==> src/tsi_pkg.sv <==
// package for the stage 1 tlb invalidation block: opcodes, field layout, register map
package tsi_pkg;
  localparam int TSI_ENTRIES = 8;
  // command opcodes (low byte of word 0)
  localparam logic [7:0] OP_GUEST_ALL = 8'h10;
  localparam logic [7:0] OP_GUEST_ASID = 8'h11;
  localparam logic [7:0] OP_GUEST_VA = 8'h12;
  localparam logic [7:0] OP_GUEST_VAA = 8'h13;
  localparam logic [7:0] OP_MON_ALL = 8'h18;
  localparam logic [7:0] OP_MON_VA = 8'h1A;
  localparam logic [7:0] OP_HYP_ALL = 8'h20;
  localparam logic [7:0] OP_HYP_ASID = 8'h21;
  localparam logic [7:0] OP_HYP_VA = 8'h22;
  localparam logic [7:0] OP_HYP_VAA = 8'h23;
  localparam logic [7:0] OP_SYNC = 8'h46;
  // field positions
  localparam int SEC_FLAG_BIT = 10;
  localparam int LEAF_BIT = 0;
  localparam int VA_PAGE_LSB = 12;
  // register byte offsets
  localparam logic [11:0] REG_CMD0 = 12'h000;
  localparam logic [11:0] REG_CMD1 = 12'h004;
  localparam logic [11:0] REG_CMD2 = 12'h008;
  localparam logic [11:0] REG_CMD3 = 12'h00C;
  localparam logic [11:0] REG_ISSUE = 12'h010;
  localparam logic [11:0] REG_CTRL = 12'h014;
  localparam logic [11:0] REG_STATUS = 12'h018;
  localparam logic [11:0] REG_FILL0 = 12'h020;
  localparam logic [11:0] REG_FILL1 = 12'h024;
  localparam logic [11:0] REG_FILL2 = 12'h028;
  localparam logic [11:0] REG_BCAST = 12'h02C;
  // control register bit positions
  localparam int CTRL_WILD = 0;
  localparam int CTRL_HOST = 1;
  localparam int CTRL_S1 = 2;
  localparam int CTRL_S2 = 3;
  localparam int CTRL_HYP = 4;
  localparam int CTRL_WASID = 5;
  localparam int CTRL_WVMID = 6;
  localparam logic [31:0] CTRL_RESET = 32'h0000_0074;
  // stream worlds
  typedef enum logic [2:0] {
    WORLD_NS_EL1 = 3'h0,
    WORLD_SECURE = 3'h1,
    WORLD_EL3 = 3'h2,
    WORLD_EL2 = 3'h3,
    WORLD_EL2_HOST = 3'h4
  } tsi_world_t;
  // one tlb entry
  typedef struct packed {
    logic valid;
    logic locked;
    logic global_map;
    logic asid_set_flag;
    tsi_world_t stream_world_a;
    logic [15:0] asid;
    logic [15:0] vmid;
    logic [51:0] va_page;
    logic [3:0] size_log;
  } tsi_entry_t;
  // decoded command
  typedef struct packed {
    logic [7:0] opcode;
    logic security_flag;
    logic [15:0] asid;
    logic [15:0] vmid;
    logic [51:0] va_page;
    logic leaf;
    logic from_secure;
  } tsi_cmd_t;
  typedef enum logic [1:0] {
    ST_IDLE = 2'b00,
    ST_APPLY = 2'b01,
    ST_DONE = 2'b11
  } tsi_state_t;
endpackage

==> src/tsi_tlb_inval.sv <==
// stage 1 tlb invalidation engine with apb register slave and small tlb
//
// Local design decisions: the address map and the APB slave port.
`timescale 1ns/1ps
`default_nettype none
module tsi_tlb_inval
  import tsi_pkg::*;
#(
  parameter int ENTRIES = TSI_ENTRIES,
  parameter int VA_SIZE = 48
) (
  input wire logic CLK, // 10 mhz clock
  input wire logic RST_N, // async reset, active low
  input wire logic PSEL, // apb select
  input wire logic PENABLE, // apb access phase
  input wire logic PWRITE, // apb direction
  input wire logic [11:0] PADDR, // apb byte address
  input wire logic [31:0] PWDATA, // apb write data
  output logic PREADY, // apb ready
  output logic [31:0] PRDATA, // apb read data
  output logic PSLVERR, // apb error
  output logic ILLEGAL_COMMAND_ERROR, // pulse on illegal command
  output logic SYNC_DONE // pulse when sync completes
);
  logic [31:0] cmd_w [4];
  logic [31:0] ctrl;
  logic [31:0] fill_w [3];
  tsi_entry_t tlb [ENTRIES];
  tsi_state_t state;
  tsi_cmd_t cur;
  logic busy_sync;
  logic err_sticky;
  logic [7:0] inval_count;
  logic wr_en; // access-phase write
  logic rd_en; // access-phase read
  logic issue_q; // accepted queue launch
  logic issue_s; // launch names the secure queue
  logic bcast; // accepted broadcast replay
  logic fill_go; // install strobe
  logic mapped; // address decodes to a register
  logic illegal; // latched command is refused
  logic is_sync; // latched command is a sync
  logic [ENTRIES-1:0] hit;
  logic va_bad;

  // register map, byte offsets on a 12-bit apb address
  //   0x000 command word 0: opcode in [7:0], security flag in [10]
  //   0x004 command word 1: vmid in [15:0], asid in [31:16]
  //   0x008 command word 2: leaf in [0], page bits in [31:12]
  //   0x00C command word 3: upper page bits
  //   0x010 issue: any write launches the staged command
  //         bit 0 set picks the secure queue, clear the non-secure one
  //   0x014 control: steers matching and legality
  //         bit 0 vmid wildcard, bit 1 el2 host mode
  //         bit 2 stage 1 present, bit 3 stage 2 present
  //         bit 4 hypervisor support
  //         bit 5 wide asid, bit 6 wide vmid
  //   0x018 status: bit 0 sticky error, write 1 clears
  //         bit 1 busy, bits [15:8] count of applied invalidations
  //   0x020 fill word 0: asid in [31:16], vmid in [15:0]
  //   0x024 fill word 1: middle page bits
  //   0x028 fill word 2: write installs an entry, read gives the valid map
  //         [2:0] index, 3 valid, 4 locked, 5 global, 6 asid set flag
  //         [9:7] world, [13:10] size, [31:20] top page bits
  //   0x02C broadcast: write replays the staged words as an incoming
  //         non-secure broadcast invalidation
  //   anything else answers with an error and reads zero
  //
  // world codes held per entry
  //   0 non-secure el1, 1 secure, 2 el3, 3 el2, 4 el2 host mode
  //
  // opcodes decoded
  //   0x10 guest all, 0x11 guest by asid
  //   0x12 guest by va, 0x13 guest by va for all asids
  //   0x18 monitor all, 0x1A monitor by va
  //   0x20 hyp all, 0x21 hyp by asid
  //   0x22 hyp by va, 0x23 hyp by va for all asids
  //   0x46 sync
  //
  // illegal command cases, each raising one error pulse
  //   stage 1 absent and any stage 1 invalidation
  //   monitor command arriving on the non-secure queue
  //   hyp command while hypervisor support is off
  //   security flag set on a non-secure launch
  //   any opcode not listed above
  //
  // broadcast replays carry no queue of their own and are treated as
  // non-secure; they obey the same legality checks as queued commands
  //
  // timing, counted from the access edge e of a launch write
  //   e+1: engine in apply, match lanes settle on the latched command
  //   e+1 edge: hits cleared, pulses registered
  //   e+2: engine in done, busy first visible
  //   e+3: engine idle again, next launch accepted
  // a launch that lands while busy is dropped without notice, so
  // software should poll busy or leave three cycles between launches
  //
  // why a single apply cycle: every entry compares in parallel, so the
  // whole tlb is swept at once; the cost is one comparator lane per
  // entry, which is why the entry count is kept small by default
  //
  // sync ordering: an invalidation finishes inside its own apply cycle,
  // so any sync issued after it finds nothing outstanding and can
  // report completion straight away
  //
  // locked entries never match; software that needs them gone must
  // rewrite them through the fill path with the lock bit clear
  //
  // narrow ids: when wide support is off, a command whose upper id
  // byte is non-zero skips every entry rather than guessing a match
  //
  // vmid wildcard: low four vmid bits are ignored while it is enabled
  //
  // va range: bits from the va size up to bit 55 must all agree with
  // the top valid bit; the top byte is never looked at
  //
  // leaf scope: every entry held here is a final-level entry, so the
  // leaf and non-leaf forms remove the same set
  //
  // a fill that meets an apply on the same entry loses to the apply
  // clear, so an invalidation cannot be undone by a racing install
  //
  // status count wraps at 255 and counts only applied invalidations;
  // illegal commands and syncs leave it alone
  //
  // reset clears every entry, the staged words and the status; the
  // control register comes up with stage 1, hyp and wide ids set
  //
  // read data is registered in the setup cycle and stands in access;
  // hit lanes are pure logic and only the apply cycle acts on them
  //
  // scope stays local: invalidations act only on the tlb held here; outward the block drives just the apb reply and the two pulses

  // apb decode: single wait-free access, unmapped reads zero with error
  assign wr_en = PSEL && PENABLE && PWRITE;
  assign rd_en = PSEL && PENABLE && !PWRITE;
  assign PREADY = 1'b1;
  always_comb begin
    mapped = 1'b1;
    unique case (PADDR)
      REG_CMD0, REG_CMD1, REG_CMD2, REG_CMD3, REG_ISSUE, REG_CTRL, REG_STATUS,
      REG_FILL0, REG_FILL1, REG_FILL2, REG_BCAST: mapped = 1'b1;
      default: mapped = 1'b0;
    endcase
  end
  assign PSLVERR = PSEL && PENABLE && !mapped;
  // issue register: bit 0 selects the secure queue; busy engine drops the write
  assign issue_q = wr_en && PADDR == REG_ISSUE && state == ST_IDLE;
  assign issue_s = PWDATA[0];
  assign bcast = wr_en && PADDR == REG_BCAST && state == ST_IDLE;
  assign fill_go = wr_en && PADDR == REG_FILL2;

  // command word staging
  always_ff @(posedge CLK or negedge RST_N) begin
    if (!RST_N) begin
      for (int i = 0; i < 4; i++) cmd_w[i] <= 32'h0000_0000;
      for (int i = 0; i < 3; i++) fill_w[i] <= 32'h0000_0000;
    end else if (wr_en) begin
      if (PADDR == REG_CMD0) cmd_w[0] <= PWDATA;
      if (PADDR == REG_CMD1) cmd_w[1] <= PWDATA;
      if (PADDR == REG_CMD2) cmd_w[2] <= PWDATA;
      if (PADDR == REG_CMD3) cmd_w[3] <= PWDATA;
      if (PADDR == REG_FILL0) fill_w[0] <= PWDATA;
      if (PADDR == REG_FILL1) fill_w[1] <= PWDATA;
    end
  end

  // control register steers matching and legality
  always_ff @(posedge CLK or negedge RST_N) begin
    if (!RST_N) ctrl <= CTRL_RESET;
    else if (wr_en && PADDR == REG_CTRL) ctrl <= PWDATA;
  end

  // decode: broadcast messages reuse the staged words as a non-secure command
  always_ff @(posedge CLK or negedge RST_N) begin
    if (!RST_N) begin
      cur <= '0;
    end else if (issue_q || bcast) begin
      cur.opcode <= cmd_w[0][7:0];
      cur.security_flag <= cmd_w[0][SEC_FLAG_BIT];
      cur.vmid <= cmd_w[1][15:0];
      cur.asid <= cmd_w[1][31:16];
      cur.va_page <= {cmd_w[3], cmd_w[2][31:VA_PAGE_LSB]};
      cur.leaf <= cmd_w[2][LEAF_BIT];
      cur.from_secure <= issue_q ? issue_s : 1'b0;
    end
  end

  // legality checks
  always_comb begin
    illegal = 1'b0;
    is_sync = cur.opcode == OP_SYNC;
    if (cur.security_flag && !cur.from_secure) illegal = 1'b1;
    unique case (cur.opcode)
      OP_GUEST_ALL, OP_GUEST_ASID, OP_GUEST_VA, OP_GUEST_VAA:
        if (!ctrl[CTRL_S1]) illegal = 1'b1;
      OP_MON_ALL, OP_MON_VA:
        if (!ctrl[CTRL_S1] || !cur.from_secure) illegal = 1'b1;
      OP_HYP_ALL, OP_HYP_ASID, OP_HYP_VA, OP_HYP_VAA:
        if (!ctrl[CTRL_S1] || !ctrl[CTRL_HYP]) illegal = 1'b1;
      OP_SYNC: ;
      default: illegal = 1'b1;
    endcase
  end

  // out-of-range va: bits from va_size up (below top byte) must agree
  always_comb begin
    logic [63:0] full_va;
    full_va = {cur.va_page, 12'h000};
    va_bad = 1'b0;
    for (int b = VA_SIZE; b < 56; b++) // top byte ignored
      if (full_va[b] != full_va[VA_SIZE-1]) va_bad = 1'b1;
  end

  // per-entry match, one generate lane per entry
  for (genvar g = 0; g < ENTRIES; g++) begin : g_match
    always_comb begin
      logic asid_ok, vmid_ok, va_ok, narrow_bad, w_ok, use_vmid, is_va;
      logic [51:0] mask;
      tsi_entry_t e;
      asid_ok = 1'b0;
      vmid_ok = 1'b0;
      va_ok = 1'b0;
      narrow_bad = 1'b0;
      w_ok = 1'b0;
      use_vmid = 1'b0;
      is_va = 1'b0;
      mask = '0;
      e = tlb[g];
      // narrow ids compare low byte, nonzero upper byte skips
      narrow_bad = (!ctrl[CTRL_WASID] && cur.asid[15:8] != 8'h00) ||
                   (!ctrl[CTRL_WVMID] && cur.vmid[15:8] != 8'h00);
      asid_ok = ctrl[CTRL_WASID] ? e.asid == cur.asid : e.asid[7:0] == cur.asid[7:0];
      use_vmid = ctrl[CTRL_S2] && !cur.from_secure;
      // wildcard treats low vmid bits as don't care
      vmid_ok = !use_vmid ||
                (ctrl[CTRL_WILD] ? e.vmid[15:4] == cur.vmid[15:4] :
                 ctrl[CTRL_WVMID] ? e.vmid == cur.vmid : e.vmid[7:0] == cur.vmid[7:0]);
      mask = ~((52'h1 << e.size_log) - 52'h1);
      va_ok = (e.va_page & mask) == (cur.va_page & mask);
      // leaf form only keeps final entries; all entries modelled as leaf
      is_va = 1'b1;
      hit[g] = 1'b0;
      w_ok = 1'b0;
      unique case (cur.opcode)
        OP_GUEST_ALL: begin
          w_ok = cur.from_secure ? e.stream_world_a == WORLD_SECURE
                                 : e.stream_world_a == WORLD_NS_EL1;
          hit[g] = w_ok && vmid_ok;
        end
        OP_GUEST_ASID: begin
          w_ok = cur.from_secure ? e.stream_world_a == WORLD_SECURE
                                 : e.stream_world_a == WORLD_NS_EL1;
          hit[g] = w_ok && vmid_ok && asid_ok && !e.global_map;
        end
        OP_GUEST_VA, OP_GUEST_VAA: begin
          w_ok = cur.from_secure ? e.stream_world_a == WORLD_SECURE : e.stream_world_a == WORLD_NS_EL1;
          hit[g] = w_ok && vmid_ok && va_ok && is_va && !va_bad &&
                   (cur.opcode == OP_GUEST_VAA || asid_ok || e.global_map);
        end
        OP_MON_ALL: hit[g] = e.stream_world_a == WORLD_EL3;
        OP_MON_VA: hit[g] = e.stream_world_a == WORLD_EL3 && va_ok && !va_bad;
        OP_HYP_ALL: hit[g] = e.stream_world_a == WORLD_EL2 || e.stream_world_a == WORLD_EL2_HOST;
        OP_HYP_ASID, OP_HYP_VA, OP_HYP_VAA: begin
          // host mode selects which hyp world is in scope
          w_ok = ctrl[CTRL_HOST] ? e.stream_world_a == WORLD_EL2_HOST : e.stream_world_a == WORLD_EL2;
          hit[g] = w_ok && (cur.opcode == OP_HYP_ASID || (va_ok && !va_bad)) &&
                   (!ctrl[CTRL_HOST] || cur.opcode == OP_HYP_VAA || asid_ok || e.global_map);
        end
        default: hit[g] = 1'b0;
      endcase
      hit[g] = hit[g] && e.valid && !e.locked && !narrow_bad;
    end
  end

  // engine: idle, apply one cycle, done. all effects stay local.
  always_ff @(posedge CLK or negedge RST_N) begin
    if (!RST_N) state <= ST_IDLE;
    else begin
      unique case (state)
        ST_IDLE: if (issue_q || bcast) state <= ST_APPLY;
        ST_APPLY: state <= ST_DONE;
        ST_DONE: state <= ST_IDLE;
        default: state <= ST_IDLE; // unused code recovers to idle
      endcase
    end
  end

  // tlb storage: fill via registers, clear on hit in apply
  always_ff @(posedge CLK or negedge RST_N) begin
    if (!RST_N) begin
      for (int i = 0; i < ENTRIES; i++) tlb[i] <= '0;
    end else begin
      for (int i = 0; i < ENTRIES; i++) begin
        if (state == ST_APPLY && !illegal && hit[i]) tlb[i].valid <= 1'b0;
        else if (fill_go && PWDATA[2:0] == i[2:0]) begin
          tlb[i].valid <= PWDATA[3];
          tlb[i].locked <= PWDATA[4];
          tlb[i].global_map <= PWDATA[5];
          tlb[i].asid_set_flag <= PWDATA[6];
          tlb[i].stream_world_a <= tsi_world_t'(PWDATA[9:7]);
          tlb[i].size_log <= PWDATA[13:10];
          tlb[i].asid <= fill_w[0][31:16];
          tlb[i].vmid <= fill_w[0][15:0];
          tlb[i].va_page <= {PWDATA[31:20], fill_w[1], 8'h00};
        end
      end
    end
  end

  // results: invalidation lands in apply, so a sync after it is always ordered
  always_ff @(posedge CLK or negedge RST_N) begin
    if (!RST_N) begin
      ILLEGAL_COMMAND_ERROR <= 1'b0;
      SYNC_DONE <= 1'b0;
      err_sticky <= 1'b0;
      inval_count <= 8'h00;
      busy_sync <= 1'b0;
    end else begin
      ILLEGAL_COMMAND_ERROR <= state == ST_APPLY && illegal;
      SYNC_DONE <= state == ST_APPLY && is_sync;
      busy_sync <= state != ST_IDLE;
      if (state == ST_APPLY && illegal) err_sticky <= 1'b1; // set wins over clear
      else if (wr_en && PADDR == REG_STATUS && PWDATA[0]) err_sticky <= 1'b0;
      if (state == ST_APPLY && !illegal && !is_sync) inval_count <= inval_count + 8'h01;
    end
  end

  // read mux
  always_ff @(posedge CLK or negedge RST_N) begin
    if (!RST_N) PRDATA <= 32'h0000_0000;
    else if (PSEL && !PENABLE && !PWRITE) begin
      unique case (PADDR)
        REG_CMD0: PRDATA <= cmd_w[0];
        REG_CMD1: PRDATA <= cmd_w[1];
        REG_CMD2: PRDATA <= cmd_w[2];
        REG_CMD3: PRDATA <= cmd_w[3];
        REG_CTRL: PRDATA <= ctrl;
        REG_STATUS: PRDATA <= {16'h0000, inval_count, 6'h00, busy_sync, err_sticky};
        REG_FILL0: PRDATA <= fill_w[0];
        REG_FILL1: PRDATA <= fill_w[1];
        REG_FILL2: begin
          PRDATA <= 32'h0000_0000;
          for (int i = 0; i < ENTRIES; i++) PRDATA[i] <= tlb[i].valid;
        end
        default: PRDATA <= 32'h0000_0000;
      endcase
    end
  end
endmodule
`default_nettype wire

==> config.mk <==
export PLATFORM = sky130hd
export DESIGN_NAME = tsi_tlb_inval
export DESIGN_NICKNAME = d
export VERILOG_FILES = /design/src/tsi_pkg.sv /design/src/tsi_tlb_inval.sv
export SDC_FILE = /design/constraint.sdc
export NUM_CORES = 2
export LEC_CHECK = 0
export ABC_AREA = 1
export BUFFER_PORTS_ARGS = -buffer_cell sky130_fd_sc_hd__buf_2
export CAP_MARGIN = 20
export CELL_PAD_IN_SITES_DETAIL_PLACEMENT = 1
export CELL_PAD_IN_SITES_GLOBAL_PLACEMENT = 2
export CORE_MARGIN = 5
export CORE_UTILIZATION = 41
export DETAILED_ROUTE_END_ITERATION = 16
export PLACE_DENSITY = 0.88
export SYNTH_ARGS = -nofsm -noshare
export SYNTH_HDL_FRONTEND = slang
export SYNTH_SLANG_ARGS = --single-unit
==> constraint.sdc <==
create_clock -name CLK -period 4.6 [get_ports CLK]
set_clock_uncertainty 0.1 [all_clocks]
set_input_delay 0.46 -clock CLK [delete_from_list [all_inputs] [get_ports CLK]]
set_output_delay 0.46 -clock CLK [all_outputs]
set_load 0.005 [all_outputs]
[Word-level counts from Yosys, hierarchy flattened]
Index checks and enable logic that the tools add are counted.
Word-level totals
  register bits: 1060
  input bits: 49
  output and inout port bits: 36
  word-level logic and storage cells: 626
Cells by class
  $add $sub $neg: 9
  eq/ne operators: 118
  shifts and indexed selects: 8
  multiplexer cells: 84
  bitwise logic cells: 32
  reductions and logical operators: 283
Operator list (number)
  $and A52 B52 Y52: 16
  $mux W95: 8
  $eq A52 B52 Y1: 8
  $not A52 Y52: 8
  $shl A1 B4 Y52 const A: 8
  $sub A52 B1 Y52 const B: 8
  $pmux W32 S9: 1
  $eq A16 B16 Y1: 16
  $logic_and A1 B1 Y1: 149
  $eq A8 B8 Y1: 16
  $eq A12 B12 Y1: 8
  $mux W1: 64
  $logic_or A1 B1 Y1: 61
  $pmux W1 S7: 8
  $eq A3 B2 Y1 const B: 18
  $eq A12 B6 Y1 const B: 4
  $eq A8 B5 Y1 const B: 6
  $eq A12 B5 Y1 const B: 3
  $eq A3 B3 Y1 const B: 12
  $eq A8 B6 Y1 const B: 4
  $logic_not A1 Y1: 30
  $reduce_and A2 Y1: 14
  $eq A3 B1 Y1 const B: 9
  $logic_not A3 Y1: 9
  19 further kinds: 46

[Longest topological paths before layout]
  depth after elaboration: 21
  depth in mapped cells: 25
  gate-level depth less buffers: 22

[Worst setup path before layout]
OpenSTA, ideal clock, no wires.
  path kind: reg-to-reg
  from: reg, netlist name g_match[1].$2.e[1]
  to: reg, netlist name g_match[1].$2.e[50]
  library setup time: 117 ps
  data arrival time: 2584 ps
  slack: 1799 ps
  cell stages (with the launch flop): 25
  path buffers: 3
  period minus slack after synthesis: 2801 ps
  cell sequence: dfrtp_1 > clkbuf_2 > nor2_1 > inv_1 > nor2_1 > inv_1 > ha_1 > nand2_1 > o21ai_0 > nor2_1 > nand2_1 > nor2_1 > nand2_1 > nor2_1 > nand2_1 > nor2_1 > nand2_1 > nor2_1 > nor2_1 > nand3_1 > nand2_2 > buf_2 > buf_2 > nand3_1 > nand2_1

==> out/results.md <==
| Item | This run |
| --- | --- |
| Proportion of register bits with asynchronous set or reset after synthesis | 1.000 |
| Endpoint with the worst hold slack | g_match[0].$2.e[89] |
| Synthesis-to-finish area growth | 11.88% |
| Capture instance of the worst register-to-register path | g_match[4].$2.e[13] |
| Share of the clock period used by the worst path | 0.9525 |
| Chip Height | 379.4 um |
| Worst-case setup margin in the final layout | 218.6 ps |
| Max Fanout on Critical Path | 68 |
| Top post-synthesis cells by area | dfrtp_1 (47%), nand2_1 (18%), nand3_1 (7.9%) |
| X dimension of the die | 379.4 um |
| Via total after detailed routing | 52,410 |
| Number of fillers in the final layout | 16,710 |
| Synth Net Count | 7,544 |
| Critical Setup Path Class | flop to flop |
| CTS Sinks | 1,052 |
| Total wire length after detailed routing | 242,300 um |
| Pint | 15,200 uW |
| Clock power share | 0.510 |
| Pre-Repair DR Iteration Count | 5 |
| Yosys warnings | 0 |
| Relative contribution of sequential cells to total power | 0.470 |
| Reg2Reg Launch Point | g_match[4].$2.e[3] |
| Cell depth of the worst flop-to-flop path | 22 |
| Fin util | 0.4621 |
| Drt initial violations | 4,827 |
| Cell types with the highest counts after synthesis | nand2_1 (2,713), dfrtp_1 (1,048), nand3_1 (886) |
| Measured slew at the worst slew-check pin | 1162 ps |
| Maximum vdd ir drop | 317.9 uV |
| Starting Density | 0.4130 |
| Hold WS | 53.94 ps |
| Reg-to-reg slack, setup | 220 ps |
| Most frequent cell after synthesis | nand2_1 |
| Number of antenna violations at the first check in global routing | 15 |
| PortBufs | 83 |
| Remaining global-route overflow | 0 |
| Result of the run | complete, no violations |
| IO Count | 85 |
| Achievable clock frequency | 228.2 MHz |
| Sequential element share of the synthesized area | 0.4706 |
| Final cell count without fillers | 9,293 |
| Standard-cell row count | 135 |
| Post-detailed-route via-to-cell ratio | 5.639 |
| Worst-case setup slack after placement | 300.6 ps |
| TritonCTS Buffers | 120 |
| Post-DRT Antenna Nets | 0 |
| TritonCTS clock tree | yes |
| Data required time of the worst path | 5140 ps |
| Net total in the final layout | 7,481 |
| Beginning of the worst hold path | PWDATA[8] |
| Largest area contributor in the netlist | dfrtp_1 |
| Slew Limit Headroom | 0.2180 |
| Maximum number of buffers from clock root to sink | 3 |
| Dominant synthesized flop cell | dfrtp_1 |
| Wire length per cell after detailed routing | 26.07 um |
| Power share of the combinational group | 0.021 |
| Unrepaired setup endpoints after global routing | false |
| Post-Synthesis Cell Area | 55,950 sq um |
| Std-Cell Core Area | 135,500 sq um |
| Total Routing Usage GR | 0.3350 |
| Maximum level of the CTS H-tree | 3 |
| Tmin final | 4381 ps |
| Synth Area per Inst | 7.482 sq um |
| Number of different library cells in the post-synthesis netlist | 52 |
| PwrDens | 315.3 nW/um^2 |
| Layout cell share with drive strength beyond 1 | 0.07873 |
| Setup TNS | 0 ps |
| Category of the worst setup path capture point | flop |
| Leakage power summed over all cells | 0.03306 uW |
| Hold Path Depth | 3 |
| Share of the synthesized area in the top cell type | 0.4687 |
| Number of setup violations in the final report | 0 |
| Clock transition at path regs | 60 ps |
| Final hold violation count | 0 |
| Net load switching power | 4535 uW |
| Detailed-route DRC error count | 0 |
| Total count of max-transition violations in the final report | 0 |
| Number of enable-type register cells in the synthesized netlist | 0 |
| Net switching fraction of the power | 0.2298 |
| Crit path DAT | 4920 ps |
| Class of the worst hold path | primary input to flop |
| Number of global-route vias before repair | 53,080 |
| Placer congestion estimate | 0.9384 |
| Clock tree root driver cell | clkbuf_16 |
| Flip-flop and latch count after synthesis | 1,052 |
| Critical path startpoint category | flop |
| Global-route wire length before repair | 357,400 um |
| Latest clock arrival within the worst-skew pair | 760 ps |
| Dpl hpwl | 169,900 um |
| Die Outline Area | 144,000 sq um |
| Number of instances in the synthesized netlist | 7,478 |
| Pin count of the biggest net entering global routing | 99 |
| Number of cells in the design after placement | 9,064 |
| Number of maximum-capacitance constraint violations | 0 |
[cell families (layout without fill, tap and decap cells)]
family,Yosys count,after routing,synth area share
xor gates and xnor gates,399,399,0.06246
and+or+nand+nor,4297,4297,0.3177
buffers and inverters,1082,1111,0.08098
adders and majority gates,17,17,0.003802
AOI/OAI and AO/OA,614,614,0.06116
DFF,1052,1052,0.4706
muxes,16,16,0.003220
other,1,6,0.00006702
[state kept, by name, summed over array words and instances (netlist names), 2 cells and up]
register / count
fill_w: 64
inval_count: 8
state: 2
ctrl: 32
cur: 94
g_match.$2.e: 688
PRDATA: 32
cmd_w: 128
[metal layers]
metal / vias up / part of all wire / global-route usage / wire length (um)
met5: - / 0.000045 / 0 / 11
met4: 2 / 0.057 / 0.1611 / 13860
met3: 497 / 0.071 / 0.05570 / 17130
met2: 1839 / 0.45 / 0.5284 / 108700
met1: 26640 / 0.42 / 0.4506 / 102600
li1: 23430 / - / - / -
[final cells by class]
cell class	instances	area, sq um	share of cell area
Inverter	604	2267	0.03622
Sequential cell	1052	26330	0.4206
Clock buffer	178	3491	0.05577
Antenna cell	5	12.51	0.0001999
Multi-Input combinational cell	5344	25290	0.4040
Tap cell	1781	2228	0.03560
Clock inverter	36	539.3	0.008615
Timing Repair Buffer	293	2440	0.03898
[cell usage in the layout (no fill, tap or decap), types with 12 or more instances in the layout]
master | Yosys | layout
o22ai_1 | 52 | 52
o41ai_1 | 16 | 16
xor2_1 | 175 | 175
dfrtp_1 | 1048 | 1048
a221oi_1 | 32 | 32
clkbuf_16 | 0 | 120
nand2_4 | 0 | 17
nor3_1 | 55 | 54
buf_2 | 144 | 82
o21ai_0 | 417 | 417
a22o_1 | 16 | 16
xnor2_1 | 224 | 224
clkbuf_8 | 0 | 27
mux2_2 | 16 | 16
buf_12 | 0 | 33
nor2_1 | 485 | 476
nand4_1 | 73 | 73
ha_1 | 17 | 17
a21oi_1 | 60 | 60
nand2_1 | 2713 | 2701
inv_1 | 583 | 583
bufinv_16 | 0 | 12
inv_2 | 16 | 16
or2_2 | 35 | 35
nand3_1 | 886 | 883
clkbuf_1 | 200 | 31
buf_4 | 40 | 167
clkinv_2 | 0 | 16
[worst max-delay path, cell delays in order (launching register included)]
cell and delay (ps):
dfrtp_1 450, inv_1 250, nand2_1 90, nor2_1 170
inv_1 70, ha_1 280, nand2_1 90, nand2_1 100
nor2_1 190, nand2_1 80, nor2_1 120, nand2_1 120
nor2_1 180, nand3_1 120, nor2_1 330, nand3_1 150
nand2_1 90, inv_1 40, nand3_1 150, nand2_4 250
buf_4 500, nand3_1 200, nand2_1 90
[power groups by stage]
stage	Sequential [uW]	Clock [uW]	Combinational, uW
finish	9270	10100	409
global route	9260	10600	451
CTS	9270	10200	416
detailed placement	9430	0	407
global placement	9430	0	403
floorplan	9430	0	65.9
[how the worst max path moves through the flow]
stage / start / to / slack, ps / cells past startpoint
6_report: g_match[4].$2.e[3] / g_match[4].$2.e[13] / 220 / 22
5_1_grt: g_match[4].$2.e[3] / g_match[4].$2.e[46] / 4 / 22
4_1_cts: g_match[2].$2.e[3] / g_match[2].$2.e[54] / 260 / 22
3_5_place_dp: g_match[2].$2.e[3] / g_match[2].$2.e[54] / 300 / 22
3_3_place_gp: g_match[2].$2.e[3] / g_match[2].$2.e[49] / 400 / 22
2_1_floorplan: g_match[1].$2.e[1] / g_match[1].$2.e[50] / 1800 / 24
[metrics by stage]
step / total power [uW] / area [sq um]
after floorplan: 9497 / 55950
after global placement: 9837 / 58450
after detailed placement: 9841 / 58450
after CTS: 19870 / 62580
after global routing: 20290 / 62590
final: 19740 / 62600
[timing repair]
item | CTS | global route
setup buffers | 0 | 0
setup endpoints to repair | 0 | 15
endpoints found under the hold margin | 90 | 0
hold buffers | 10 | 0
gates resized for setup | 0 | 2
(Power assumes the default switching activity.)
